$ cat config.mk
export PLATFORM = sky130hd
export DESIGN_NAME = dpram_port_ctrl
export DESIGN_NICKNAME = d
export VERILOG_FILES = /design/src/rtl/dpram_host_pkg.sv /design/src/rtl/pin_sync.sv /design/src/rtl/dpram_port_ctrl.sv
export SDC_FILE = /design/constraint.sdc
export NUM_CORES = 1
export LEC_CHECK = 0
export BUFFER_PORTS_ARGS = -buffer_cell sky130_fd_sc_hd__buf_2
export CORE_ASPECT_RATIO = 1.25
export CORE_MARGIN = 2
export CORE_UTILIZATION = 45
export DETAILED_ROUTE_END_ITERATION = 7
export PLACE_DENSITY = 0.68
export SYNTH_ARGS = -nofsm -noshare
export SYNTH_HDL_FRONTEND = slang
export SYNTH_SLANG_ARGS = --single-unit
$ cat constraint.sdc
create_clock -name ref_clk -period 1.9 [get_ports ref_clk]
set_input_delay 0.095 -clock ref_clk [delete_from_list [all_inputs] [get_ports ref_clk]]
set_output_delay 0.095 -clock ref_clk [all_outputs]
set_load 0.005 [all_outputs]
$ cat src/rtl/dpram_host_pkg.sv
// constants and types for the dual-port ram port controller
package dpram_host_pkg;
	localparam int DATA_W = 18;
	localparam int ADDR_W = 13;
	localparam int TOKEN_ADDR_W = 3;
	localparam int CLK_MHZ = 10;
	localparam int SYNC_STAGES = 2;

	// times in ns; the slowest speed grade is assumed
	localparam int ACCESS_NS = 55;
	localparam int FLOW_NS = 55;
	localparam int BUSY_SETTLE_NS = 55;
	localparam int DESELECT_NS = 55;

	// least time in ns to whole cycles, never below one
	function automatic int ns_to_cycles(input int ns);
		int c;
		c = (ns * CLK_MHZ + 999) / 1000;
		return (c < 1) ? 1 : c;
	endfunction

	localparam int ACCESS_CYC = ns_to_cycles(ACCESS_NS);
	localparam int FLOW_CYC = ns_to_cycles(FLOW_NS);
	localparam int SETTLE_CYC = ns_to_cycles(BUSY_SETTLE_NS);
	localparam int DESELECT_CYC = ns_to_cycles(DESELECT_NS);
	localparam int CNT_W = 8;

	// mailbox words of the 8K array
	localparam logic [ADDR_W-1:0] MBOX_RIGHT = 13'h1FFF;
	localparam logic [ADDR_W-1:0] MBOX_LEFT = 13'h1FFE;

	// own register map, byte addresses
	localparam logic [7:0] OFS_CTRL = 8'h00;
	localparam logic [7:0] OFS_ADDR = 8'h04;
	localparam logic [7:0] OFS_WDATA = 8'h08;
	localparam logic [7:0] OFS_RDATA = 8'h0C;
	localparam logic [7:0] OFS_STATUS = 8'h10;

	// control fields
	localparam int CTRL_START = 0;
	localparam int CTRL_WRITE = 1;
	localparam int CTRL_TOKEN = 2;
	localparam int CTRL_LOWER = 4;
	localparam int CTRL_UPPER = 5;
	localparam int CTRL_MASTER = 8;
	localparam logic [8:0] CTRL_RESET = 9'h130;

	// status fields
	localparam int ST_ACTIVE = 0;
	localparam int ST_DONE = 1;
	localparam int ST_MBOX = 2;
	localparam int ST_BUSY_PIN = 3;
	localparam int ST_CONTEND = 4;

	typedef enum logic [2:0] {
		S_IDLE    = 3'b000,
		S_SETTLE  = 3'b001,
		S_STROBE  = 3'b010,
		S_RELEASE = 3'b011
	} state_type;
endpackage

$ cat src/rtl/pin_sync.sv
// two-flop synchroniser for inputs from the ram pins
`timescale 1ns/100ps
`default_nettype none
module pin_sync #(
	parameter int W = 1
) (
	input  wire logic         ref_clk,
	input  wire logic         rst,
	input  wire logic [W-1:0] async_in,
	input  wire logic [W-1:0] rst_val,
	output logic      [W-1:0] sync_out
);
	typedef struct packed {
		logic [W-1:0] meta;
		logic [W-1:0] stable;
	} sync_type;

	sync_type s_q;
	sync_type s_d;

	// first stage feeds only the second
	always_comb begin
		s_d = s_q;
		s_d.meta = async_in;
		s_d.stable = s_q.meta;
	end

	// reset loads the idle level of the pin
	always_ff @(posedge ref_clk) begin
		if (rst) begin
			s_q <= '{meta: rst_val, stable: rst_val};
		end else begin
			s_q <= s_d;
		end
	end

	assign sync_out = s_q.stable;
endmodule
`default_nettype wire

$ cat src/rtl/dpram_port_ctrl.sv
// controller driving one port of the dual-port ram, with an ahb-lite register slave
`timescale 1ns/100ps
`default_nettype none
module dpram_port_ctrl (
	input  wire logic                                ref_clk,
	input  wire logic                                rst,
	// ahb-lite slave
	input  wire logic                                hsel,
	input  wire logic [31:0]                         haddr,
	input  wire logic [1:0]                          htrans,
	input  wire logic                                hwrite,
	input  wire logic [2:0]                          hsize,
	input  wire logic [31:0]                         hwdata,
	input  wire logic                                hready,
	output logic                                     hreadyout,
	output logic      [31:0]                         hrdata,
	output logic                                     hresp,
	// ram port pins
	output logic                                     ce_n,
	output logic                                     rw_n,
	output logic                                     oe_n,
	output logic                                     token_latch_select_n,
	output logic                                     upper_byte_lane_n,
	output logic                                     lower_byte_lane_n,
	output logic      [dpram_host_pkg::ADDR_W-1:0]   addr,
	output logic      [dpram_host_pkg::DATA_W-1:0]   data_out,
	output logic                                     data_oe,
	input  wire logic [dpram_host_pkg::DATA_W-1:0]   data_in,
	input  wire logic                                mbox_flag_n,
	input  wire logic                                busy_n,
	output logic                                     master_role
);
	typedef struct packed {
		dpram_host_pkg::state_type          st;
		logic [dpram_host_pkg::CNT_W-1:0]   cnt;
		logic [8:0]                         ctrl;
		logic [dpram_host_pkg::ADDR_W-1:0]  addr_reg;
		logic [dpram_host_pkg::DATA_W-1:0]  wdata;
		logic [dpram_host_pkg::DATA_W-1:0]  rdata;
		logic                               done;
		logic                               contend;
		logic                               op_write;
		logic                               op_token;
		logic                               ce_n;
		logic                               rw_n;
		logic                               oe_n;
		logic                               tok_n;
		logic                               ub_n;
		logic                               lb_n;
		logic [dpram_host_pkg::ADDR_W-1:0]  pin_addr;
		logic [dpram_host_pkg::DATA_W-1:0]  pin_data;
		logic                               pin_oe;
		logic                               dp_wr;
		logic [7:0]                         dp_ofs;
		logic [31:0]                        hrdata;
	} ctrl_state_type;

	ctrl_state_type r_q;
	ctrl_state_type r_d;

	logic [dpram_host_pkg::DATA_W-1:0] data_s;
	logic                              mbox_s_n;
	logic                              busy_s_n;

	// pins from the ram run on no clock of ours
	pin_sync #(.W(dpram_host_pkg::DATA_W + 2)) u_sync (
		.ref_clk  (ref_clk),
		.rst      (rst),
		.async_in ({data_in, mbox_flag_n, busy_n}),
		.rst_val  ({{dpram_host_pkg::DATA_W{1'b0}}, 2'b11}),
		.sync_out ({data_s, mbox_s_n, busy_s_n})
	);

	function automatic logic [dpram_host_pkg::CNT_W-1:0] cyc(input int n);
		return n[dpram_host_pkg::CNT_W-1:0];
	endfunction

	function automatic logic [31:0] read_mux(input ctrl_state_type r, input logic [7:0] ofs,
			input logic mbox_n, input logic bsy_n);
		logic [31:0] v;
		v = 32'h0000_0000;
		case (ofs)
			dpram_host_pkg::OFS_CTRL: v[8:0] = r.ctrl;
			dpram_host_pkg::OFS_ADDR: v[dpram_host_pkg::ADDR_W-1:0] = r.addr_reg;
			dpram_host_pkg::OFS_WDATA: v[dpram_host_pkg::DATA_W-1:0] = r.wdata;
			dpram_host_pkg::OFS_RDATA: v[dpram_host_pkg::DATA_W-1:0] = r.rdata;
			dpram_host_pkg::OFS_STATUS: begin
				v[dpram_host_pkg::ST_ACTIVE] = (r.st != dpram_host_pkg::S_IDLE);
				v[dpram_host_pkg::ST_DONE] = r.done;
				v[dpram_host_pkg::ST_MBOX] = ~mbox_n;
				v[dpram_host_pkg::ST_BUSY_PIN] = ~bsy_n;
				v[dpram_host_pkg::ST_CONTEND] = r.contend;
			end
			default: v = 32'h0000_0000;
		endcase
		return v;
	endfunction

	logic addr_phase;
	logic start_req;
	logic done_set;
	logic [8:0] ctrl_new;

	assign addr_phase = hsel & htrans[1] & hready;

	always_comb begin
		r_d = r_q;
		done_set = 1'b0;
		start_req = 1'b0;
		ctrl_new = hwdata[8:0];

		// address phase: latch the target, prefetch read data so hrdata comes from a flop
		r_d.dp_wr = addr_phase & hwrite;
		if (addr_phase) begin
			r_d.dp_ofs = haddr[7:0];
			r_d.hrdata = read_mux(r_q, haddr[7:0], mbox_s_n, busy_s_n);
		end

		// data phase of a write
		if (r_q.dp_wr) begin
			case (r_q.dp_ofs)
				dpram_host_pkg::OFS_CTRL: begin
					r_d.ctrl = ctrl_new;
					r_d.ctrl[dpram_host_pkg::CTRL_START] = 1'b0;
					start_req = ctrl_new[dpram_host_pkg::CTRL_START];
				end
				dpram_host_pkg::OFS_ADDR: r_d.addr_reg = hwdata[dpram_host_pkg::ADDR_W-1:0];
				dpram_host_pkg::OFS_WDATA: r_d.wdata = hwdata[dpram_host_pkg::DATA_W-1:0];
				dpram_host_pkg::OFS_STATUS: begin
					// write one to clear sticky bits
					if (hwdata[dpram_host_pkg::ST_DONE]) begin
						r_d.done = 1'b0;
					end
					if (hwdata[dpram_host_pkg::ST_CONTEND]) begin
						r_d.contend = 1'b0;
					end
				end
				default: ;
			endcase
		end

		case (r_q.st)
			dpram_host_pkg::S_IDLE: begin
				if (start_req) begin
					r_d.op_write = ctrl_new[dpram_host_pkg::CTRL_WRITE];
					r_d.op_token = ctrl_new[dpram_host_pkg::CTRL_TOKEN];
					r_d.pin_oe = ctrl_new[dpram_host_pkg::CTRL_WRITE];
					if (ctrl_new[dpram_host_pkg::CTRL_TOKEN]) begin
						// token access: memory select stays high, lanes off
						r_d.tok_n = 1'b0;
						r_d.ub_n = 1'b1;
						r_d.lb_n = 1'b1;
						r_d.pin_addr = {{(dpram_host_pkg::ADDR_W-dpram_host_pkg::TOKEN_ADDR_W){1'b0}},
							r_q.addr_reg[dpram_host_pkg::TOKEN_ADDR_W-1:0]};
						r_d.pin_data = {{(dpram_host_pkg::DATA_W-1){1'b1}}, r_q.wdata[0]};
					end else begin
						r_d.ce_n = 1'b0;
						r_d.ub_n = ~ctrl_new[dpram_host_pkg::CTRL_UPPER];
						r_d.lb_n = ~ctrl_new[dpram_host_pkg::CTRL_LOWER];
						r_d.pin_addr = r_q.addr_reg;
						r_d.pin_data = r_q.wdata;
					end
					// let busy settle after the select before any strobe
					r_d.cnt = cyc(dpram_host_pkg::SETTLE_CYC + dpram_host_pkg::SYNC_STAGES);
					r_d.st = dpram_host_pkg::S_SETTLE;
				end
			end
			dpram_host_pkg::S_SETTLE: begin
				if (r_q.cnt != '0) begin
					r_d.cnt = r_q.cnt - 1'b1;
				end else if (!busy_s_n && !r_q.op_token) begin
					// lost arbitration: hold the request until the winner lets go
					r_d.contend = 1'b1;
				end else begin
					if (r_q.op_write) begin
						r_d.rw_n = 1'b0;
						r_d.cnt = cyc(dpram_host_pkg::ACCESS_CYC);
					end else begin
						r_d.oe_n = 1'b0;
						// flow-through plus sync stages before sampling
						r_d.cnt = cyc(dpram_host_pkg::ACCESS_CYC + dpram_host_pkg::FLOW_CYC
							+ dpram_host_pkg::SYNC_STAGES);
					end
					r_d.st = dpram_host_pkg::S_STROBE;
				end
			end
			dpram_host_pkg::S_STROBE: begin
				if (r_q.cnt != '0) begin
					r_d.cnt = r_q.cnt - 1'b1;
				end else begin
					// write closes on the strobe rise with data still driven
					r_d.rw_n = 1'b1;
					if (!r_q.op_write) begin
						r_d.rdata = data_s;
					end
					r_d.cnt = cyc(dpram_host_pkg::DESELECT_CYC);
					r_d.st = dpram_host_pkg::S_RELEASE;
				end
			end
			dpram_host_pkg::S_RELEASE: begin
				// everything off for the deselect gap, so a token read-back is valid
				r_d.ce_n = 1'b1;
				r_d.oe_n = 1'b1;
				r_d.tok_n = 1'b1;
				r_d.ub_n = 1'b1;
				r_d.lb_n = 1'b1;
				r_d.pin_oe = 1'b0;
				if (r_q.cnt != '0) begin
					r_d.cnt = r_q.cnt - 1'b1;
				end else begin
					done_set = 1'b1;
					r_d.st = dpram_host_pkg::S_IDLE;
				end
			end
			default: begin
				r_d.st = dpram_host_pkg::S_IDLE;
			end
		endcase

		// completion beats a same-cycle clear
		if (done_set) begin
			r_d.done = 1'b1;
		end
	end

	// all state but the pin synchroniser in one register
	always_ff @(posedge ref_clk) begin
		if (rst) begin
			r_q <= '0;
			r_q.st <= dpram_host_pkg::S_IDLE;
			r_q.ctrl <= dpram_host_pkg::CTRL_RESET;
			r_q.ce_n <= 1'b1;
			r_q.rw_n <= 1'b1;
			r_q.oe_n <= 1'b1;
			r_q.tok_n <= 1'b1;
			r_q.ub_n <= 1'b1;
			r_q.lb_n <= 1'b1;
		end else begin
			r_q <= r_d;
		end
	end

	assign hreadyout = 1'b1;
	assign hresp = 1'b0;
	assign hrdata = r_q.hrdata;
	assign ce_n = r_q.ce_n;
	assign rw_n = r_q.rw_n;
	assign oe_n = r_q.oe_n;
	assign token_latch_select_n = r_q.tok_n;
	assign upper_byte_lane_n = r_q.ub_n;
	assign lower_byte_lane_n = r_q.lb_n;
	assign addr = r_q.pin_addr;
	assign data_out = r_q.pin_data;
	assign data_oe = r_q.pin_oe;
	assign master_role = r_q.ctrl[dpram_host_pkg::CTRL_MASTER];
endmodule
`default_nettype wire

==> After elaboration in Yosys (flattened, before gate mapping) <==
Index checks and enable logic that the tools add are counted.
{ "totals": {"ff_bits": 177, "in_bits": 94} }
{ "op_classes": {"add_sub_neg": 1, "eq_ne": 21, "muxes": 42, "bitwise": 9, "n_reduce_logical": 28} }
{ "op_table": {"columns": ["op", "n"], "rows": [
  ["$mux 35", 1],
  ["$mux 33", 1],
  ["$pmux 8 s4", 1],
  ["$pmux 5 s5", 1],
  ["$eq 8x4->1 const B", 3],
  ["$mux 8", 3],
  ["$mux 11", 2],
  ["$ne 2x2->1 const B", 10],
  ["$eq 8x3->1 const B", 2],
  ["$eq 8x5->1 const B", 2],
  ["$logic_not 8->1", 2],
  ["$mux 1", 16],
  ["$pmux 4 s4", 1],
  ["$mux 3", 4],
  ["$pmux 3 s4", 1],
  ["$pmux 4 s3", 1],
  ["$reduce_and 3->1", 4],
  ["$reduce_bool 2->1", 6],
  ["$pmux 5 s2", 1],
  ["$reduce_and 2->1", 5],
  ["$reduce_and 5->1", 2],
  ["$mux 2", 4],
  ["$pmux 1 s2", 4],
  ["$reduce_and 4->1", 2],
  ["other kinds (13)", 22]
]} }

==> Logic depth before layout (Yosys ltp) <==
{ "depth": {"depth_word": 6, "ltp_mapped": 9, "mapped_depth_nobuf": 7} }

==> Modules after synthesis <==
Synthesis repeated with hierarchy kept, for this count alone.
{ "hier_totals": {"hier_cells": 823, "hier_area_um2": 7591.0} }
{ "modules_own_cells": {"columns": ["mod", "n_inst", "cells_each", "area_each_um2", "seq_area_each_um2"], "rows": [
  ["dpram_port_ctrl", 1, 739, 6294.8, 2722.6],
  ["pin_sync", 1, 84, 1296.2, 800.8]
]} }

==> Least setup slack after synthesis <==
No wires, ideal clock.
{ "synth_timing": {"path_type": "reg-to-reg", "start": "reg r_q[141] in the netlist's numbering", "end": "reg r_q[90] in the netlist's numbering", "setup_ps": 128, "t_arrival_ps": 1819, "t_required_ps": 1772, "slack_ps": -47, "stages_incl_launch_ff": 10, "n_path_buf": 2, "cell_sequence": "dfxtp_1 inv_1 ha_1 or3b_2 nor2_8 nand3b_2 buf_6 buf_6 mux2i_1 nor2_1"} }
{ "synth_between": {"elab_chain_len": 3} }
{ "synth_rtl": {"columns": ["element", "line", "rtl"], "rows": [
  ["start, declared", "dpram_port_ctrl.sv:58", "ctrl_state_type r_q;"],
  ["start signal, assigned", "dpram_port_ctrl.sv:239", "r_q <= r_d;"],
  ["$reduce_bool 8->1", "dpram_port_ctrl.sv:188", "if (r_q.cnt != '0) begin"],
  ["$not 1->1 (no source line)", null, null],
  ["$reduce_and 3->1 (no source line)", null, null]
]} }
Every way passes these cells.
A chain may end at the register's enable or synchronous reset.

==> Worst setup path after layout <==
{ "layout_timing": {"start": "reg r_q[142] in the netlist's numbering", "end": "reg r_q[145] in the netlist's numbering"} }
{ "layout_between": {"elab_chain_len": 3, "elab_cells_between_ends": 9, "classes_between": "add/sub: 1; eq/ne: 2; mux: 4; reduce/logical: 2"} }
{ "layout_rtl": {"columns": ["element", "line", "rtl"], "rows": [
  ["$sub 8x1->8 or $reduce_bool 8->1 (tied branches)", null, null],
  ["$mux 8, or another cell as far along", "dpram_port_ctrl.sv:208", "if (r_q.cnt != '0) begin"],
  ["$pmux 8 s4 or $reduce_and 4->1 (tied branches)", null, null]
]} }
Several ways; a longest one is shown, not always the timed one. The select of a mux whose other input is x is not followed.

==> metrics.txt <==
quantity of I/O buffers inserted on ports 108; synthesized area per cell 9.42 µm²; status finished clean; unrepaired setup endpoints after global routing true; number of flops mapped to enable cells by yosys 0; global-route wire length before repair 26400 µm; cell type contributing the most total cell area after synthesis dfxtp_1; final cycle utilization of the critical path 0.968; Yosys cell types 59; Setup TNS Final 0 ns; Core Area 16100 µm²; average via count per standard cell 4.99; clock sink count 176; fin util 0.556; Clock Tree Root clkbuf_16; most common library cell in the layout ignoring fill and taps dfxtp_1; Buffers & Inverters on Critical Path 2; fillers 1504; total DRC errors in the routed layout 0; fin. max-slew vios 0; overflow left after global routing 0; critical setup path kind flop to flop; Die Footprint 17400 µm²; area share of the leading cell type in the synthesized netlist 0.479; number of nets in the layout 992; arrival time worst endpoint 2.13 ns; number of global-route vias before repair 5216; CTS max path bufs 2; total wire length 16700 µm; Critical Path Fanout Max 3; die outline height 147 µm; layout cell share with drive strength beyond 1 0.254; max-cap violations 0; part of the Yosys area used for sequential elements 0.479; area added between synthesis and finish 21.8%; overall power of the completed layout 7.80 mW; clock insertion delay at the later pin of the skew report 0.43 ns; setup-violating endpoint count in the final report 0; storage element area 3530 µm²; global placement routability congestion 0.870; number of antenna violations at the first check in global routing 0; final worst hold slack 0.0297 ns; Detailed Place HPWL 11700 µm; worst slew margin relative to its limit 0.600; average wire length per cell after detail routing 14.9 µm; most frequent cells in the layout dfxtp_1 (172), buf_2 (107), nor2_1 (90); netlist area before placement 7360 µm²; post-route ant nets 0; multi-input combinational cell area 3230 µm²; highest attainable clock frequency 0.544 GHz; critical path cell sequence inv_2, ha_4, or3b_4, a211oi_4, buf_6, nor4_2, a21oi_1, o32ai_1; stage delay of the slowest cell on the critical path 0.43 ns; CTS buffer count 17; number of antenna cells inserted 0; data required time at the worst endpoint 2.19 ns; CTS HTree Levels 4; total via count after detailed routing 5594; Post-Syn Instances 782; largest cells by area after synthesis dfxtp_1 (48%), mux2i_1 (7.6%), buf_4 (6.8%); initial core utilization 0.456; horizontal die dimension 118 µm; startpoint class of the critical path flop; top cell family by delay on the critical path compound AO/OA/AOI/OAI gates; fraction of registers with async set/reset 0; number of core rows 52; CTS tree built; Leak Pwr 3.67 nW; Top FF cell, synth dfxtp_1; maximum number of pins on one net before global-route repair 58; worst slew pin tran 0.600 ns; overall fraction of global-route tracks in use 0.191; Crit. End Element flop; total power per unit cell area 870 nW/µm²; clock-pin transition on the worst setup and hold timing paths 0.07 ns; num ports 167; worst vdd ir 652 µV; largest register by flop count r_q; Worst path slowest cell or3b_4; final-report hold violation count 0; first-iteration detailed-routing DRC count 382; worst hold path type input port to flop; Tmin final 1.84 ns; iteration count of the initial detailed-routing pass 5; number of flip-flops under the largest register name 79; FF+latch count, synth 176; largest clock skew in the final design 0.0129 ns; Yosys warning count 0
synth_stat cells (3+ instances only):
master and instances:
and2_1 3, dfxtp_1 176, nor4_1 4, a21oi_1 49, nor3b_1 3, and3_1 4, or2_2 4, buf_2 9
nand2_1 54, buf_6 3, a22o_1 4, a211o_1 3, o21ai_0 9, nor2b_1 40, nor2_1 91, buf_4 67
mux2i_1 56, mux4_2 8, nand3b_1 15, mux2_2 9, clkbuf_1 37, a31oi_1 4, a22oi_1 7, nand4_1 6
or4_1 3, inv_1 8, nor3_1 42, ha_1 5, nand2b_1 6, or3b_2 3, nand3_1 15
power breakdown:
group	switching (mW)	internal [mW]	leakage (nW)
registers	0.0380	3.77	1.43
logic	0.401	0.385	1.98
clock network	1.50	1.71	0.260
total	1.94	5.86	3.67
worst reg2reg max path, stage by stage, from the launching register on:
cell and delay (ns):
dfxtp_2 0.33, inv_2 0.07, ha_4 0.14, or3b_4 0.43, a211oi_4 0.30, buf_6 0.15, nor4_2 0.04, a21oi_1 0.14
o32ai_1 0.10
cell type report:
type,instances,share of cell area
clock buffers,21,0.0491
flip-flops and latches,176,0.393
repair buffers,194,0.154
clock inverters,11,0.0109
multi-input cells,496,0.360
well taps,216,0.0301
inverters,8,0.00335
stage by stage:
step / area, µm² / setup WS [ns] / instances
2_1_floorplan: 7420 / 0.00535 / 796
3_3_place_gp: 7860 / -0.00146 / 1040
3_5_place_dp: 7860 / -0.0318 / 1040
4_1_cts: 8840 / -0.0354 / 1116
5_1_grt: 8970 / -0.0260 / 1122
6_report: 8970 / 0.0603 / 1122
routing by layer:
| metal | up-vias | track usage | wire, µm |
|---|---|---|---|
| met5 | - | 0 | 0 |
| met4 | 0 | 0.0792 | 331 |
| met3 | 18 | 0.0439 | 740 |
| met2 | 140 | 0.310 | 8030 |
| met1 | 2609 | 0.247 | 7590 |
| li1 | 2827 | - | - |
kinds of logic (layout without fill, tap and decap cells):
logic type	count (synthesis)	after routing	share of synthesized area
buffers and inverters	124	234	0.102
XOR/XNOR	1	1	0.00119
flip-flops	176	176	0.479
multiplexers	73	73	0.114
AO/OA/AOI/OAI	94	94	0.0792
adder cells (fa/ha/maj)	5	5	0.00850
other	2	16	0.00102
AND/OR/NAND/NOR	307	307	0.215
timing repair:
item,in CTS,in global routing
hold endpoints to repair,62,0
hold buffers,44,0
pin swaps,0,6
resized for setup,1,25
setup endpoints to repair,2,31
setup buffers,0,6
final timing paths:
kind | start | cells past startpoint | endpoint | slack [ns]
worst min register to register | u_sync.s_d[1]$_SDFF_PP1_ | 1 | u_sync.sync_out[1]$_SDFF_PP1_ | 0.41
worst max-delay path | r_q[142]$_SDFFE_PP0P_ | 8 | r_q[145]$_SDFFE_PP0P_ | 0.06
worst min-delay path | hwdata[2] | 3 | ce_n$_SDFFE_PP1P_ | 0.03
worst max register to register | r_q[142]$_SDFFE_PP0P_ | 8 | r_q[145]$_SDFFE_PP0P_ | 0.06
No activity file was read; power rests on OpenSTA's default activity.
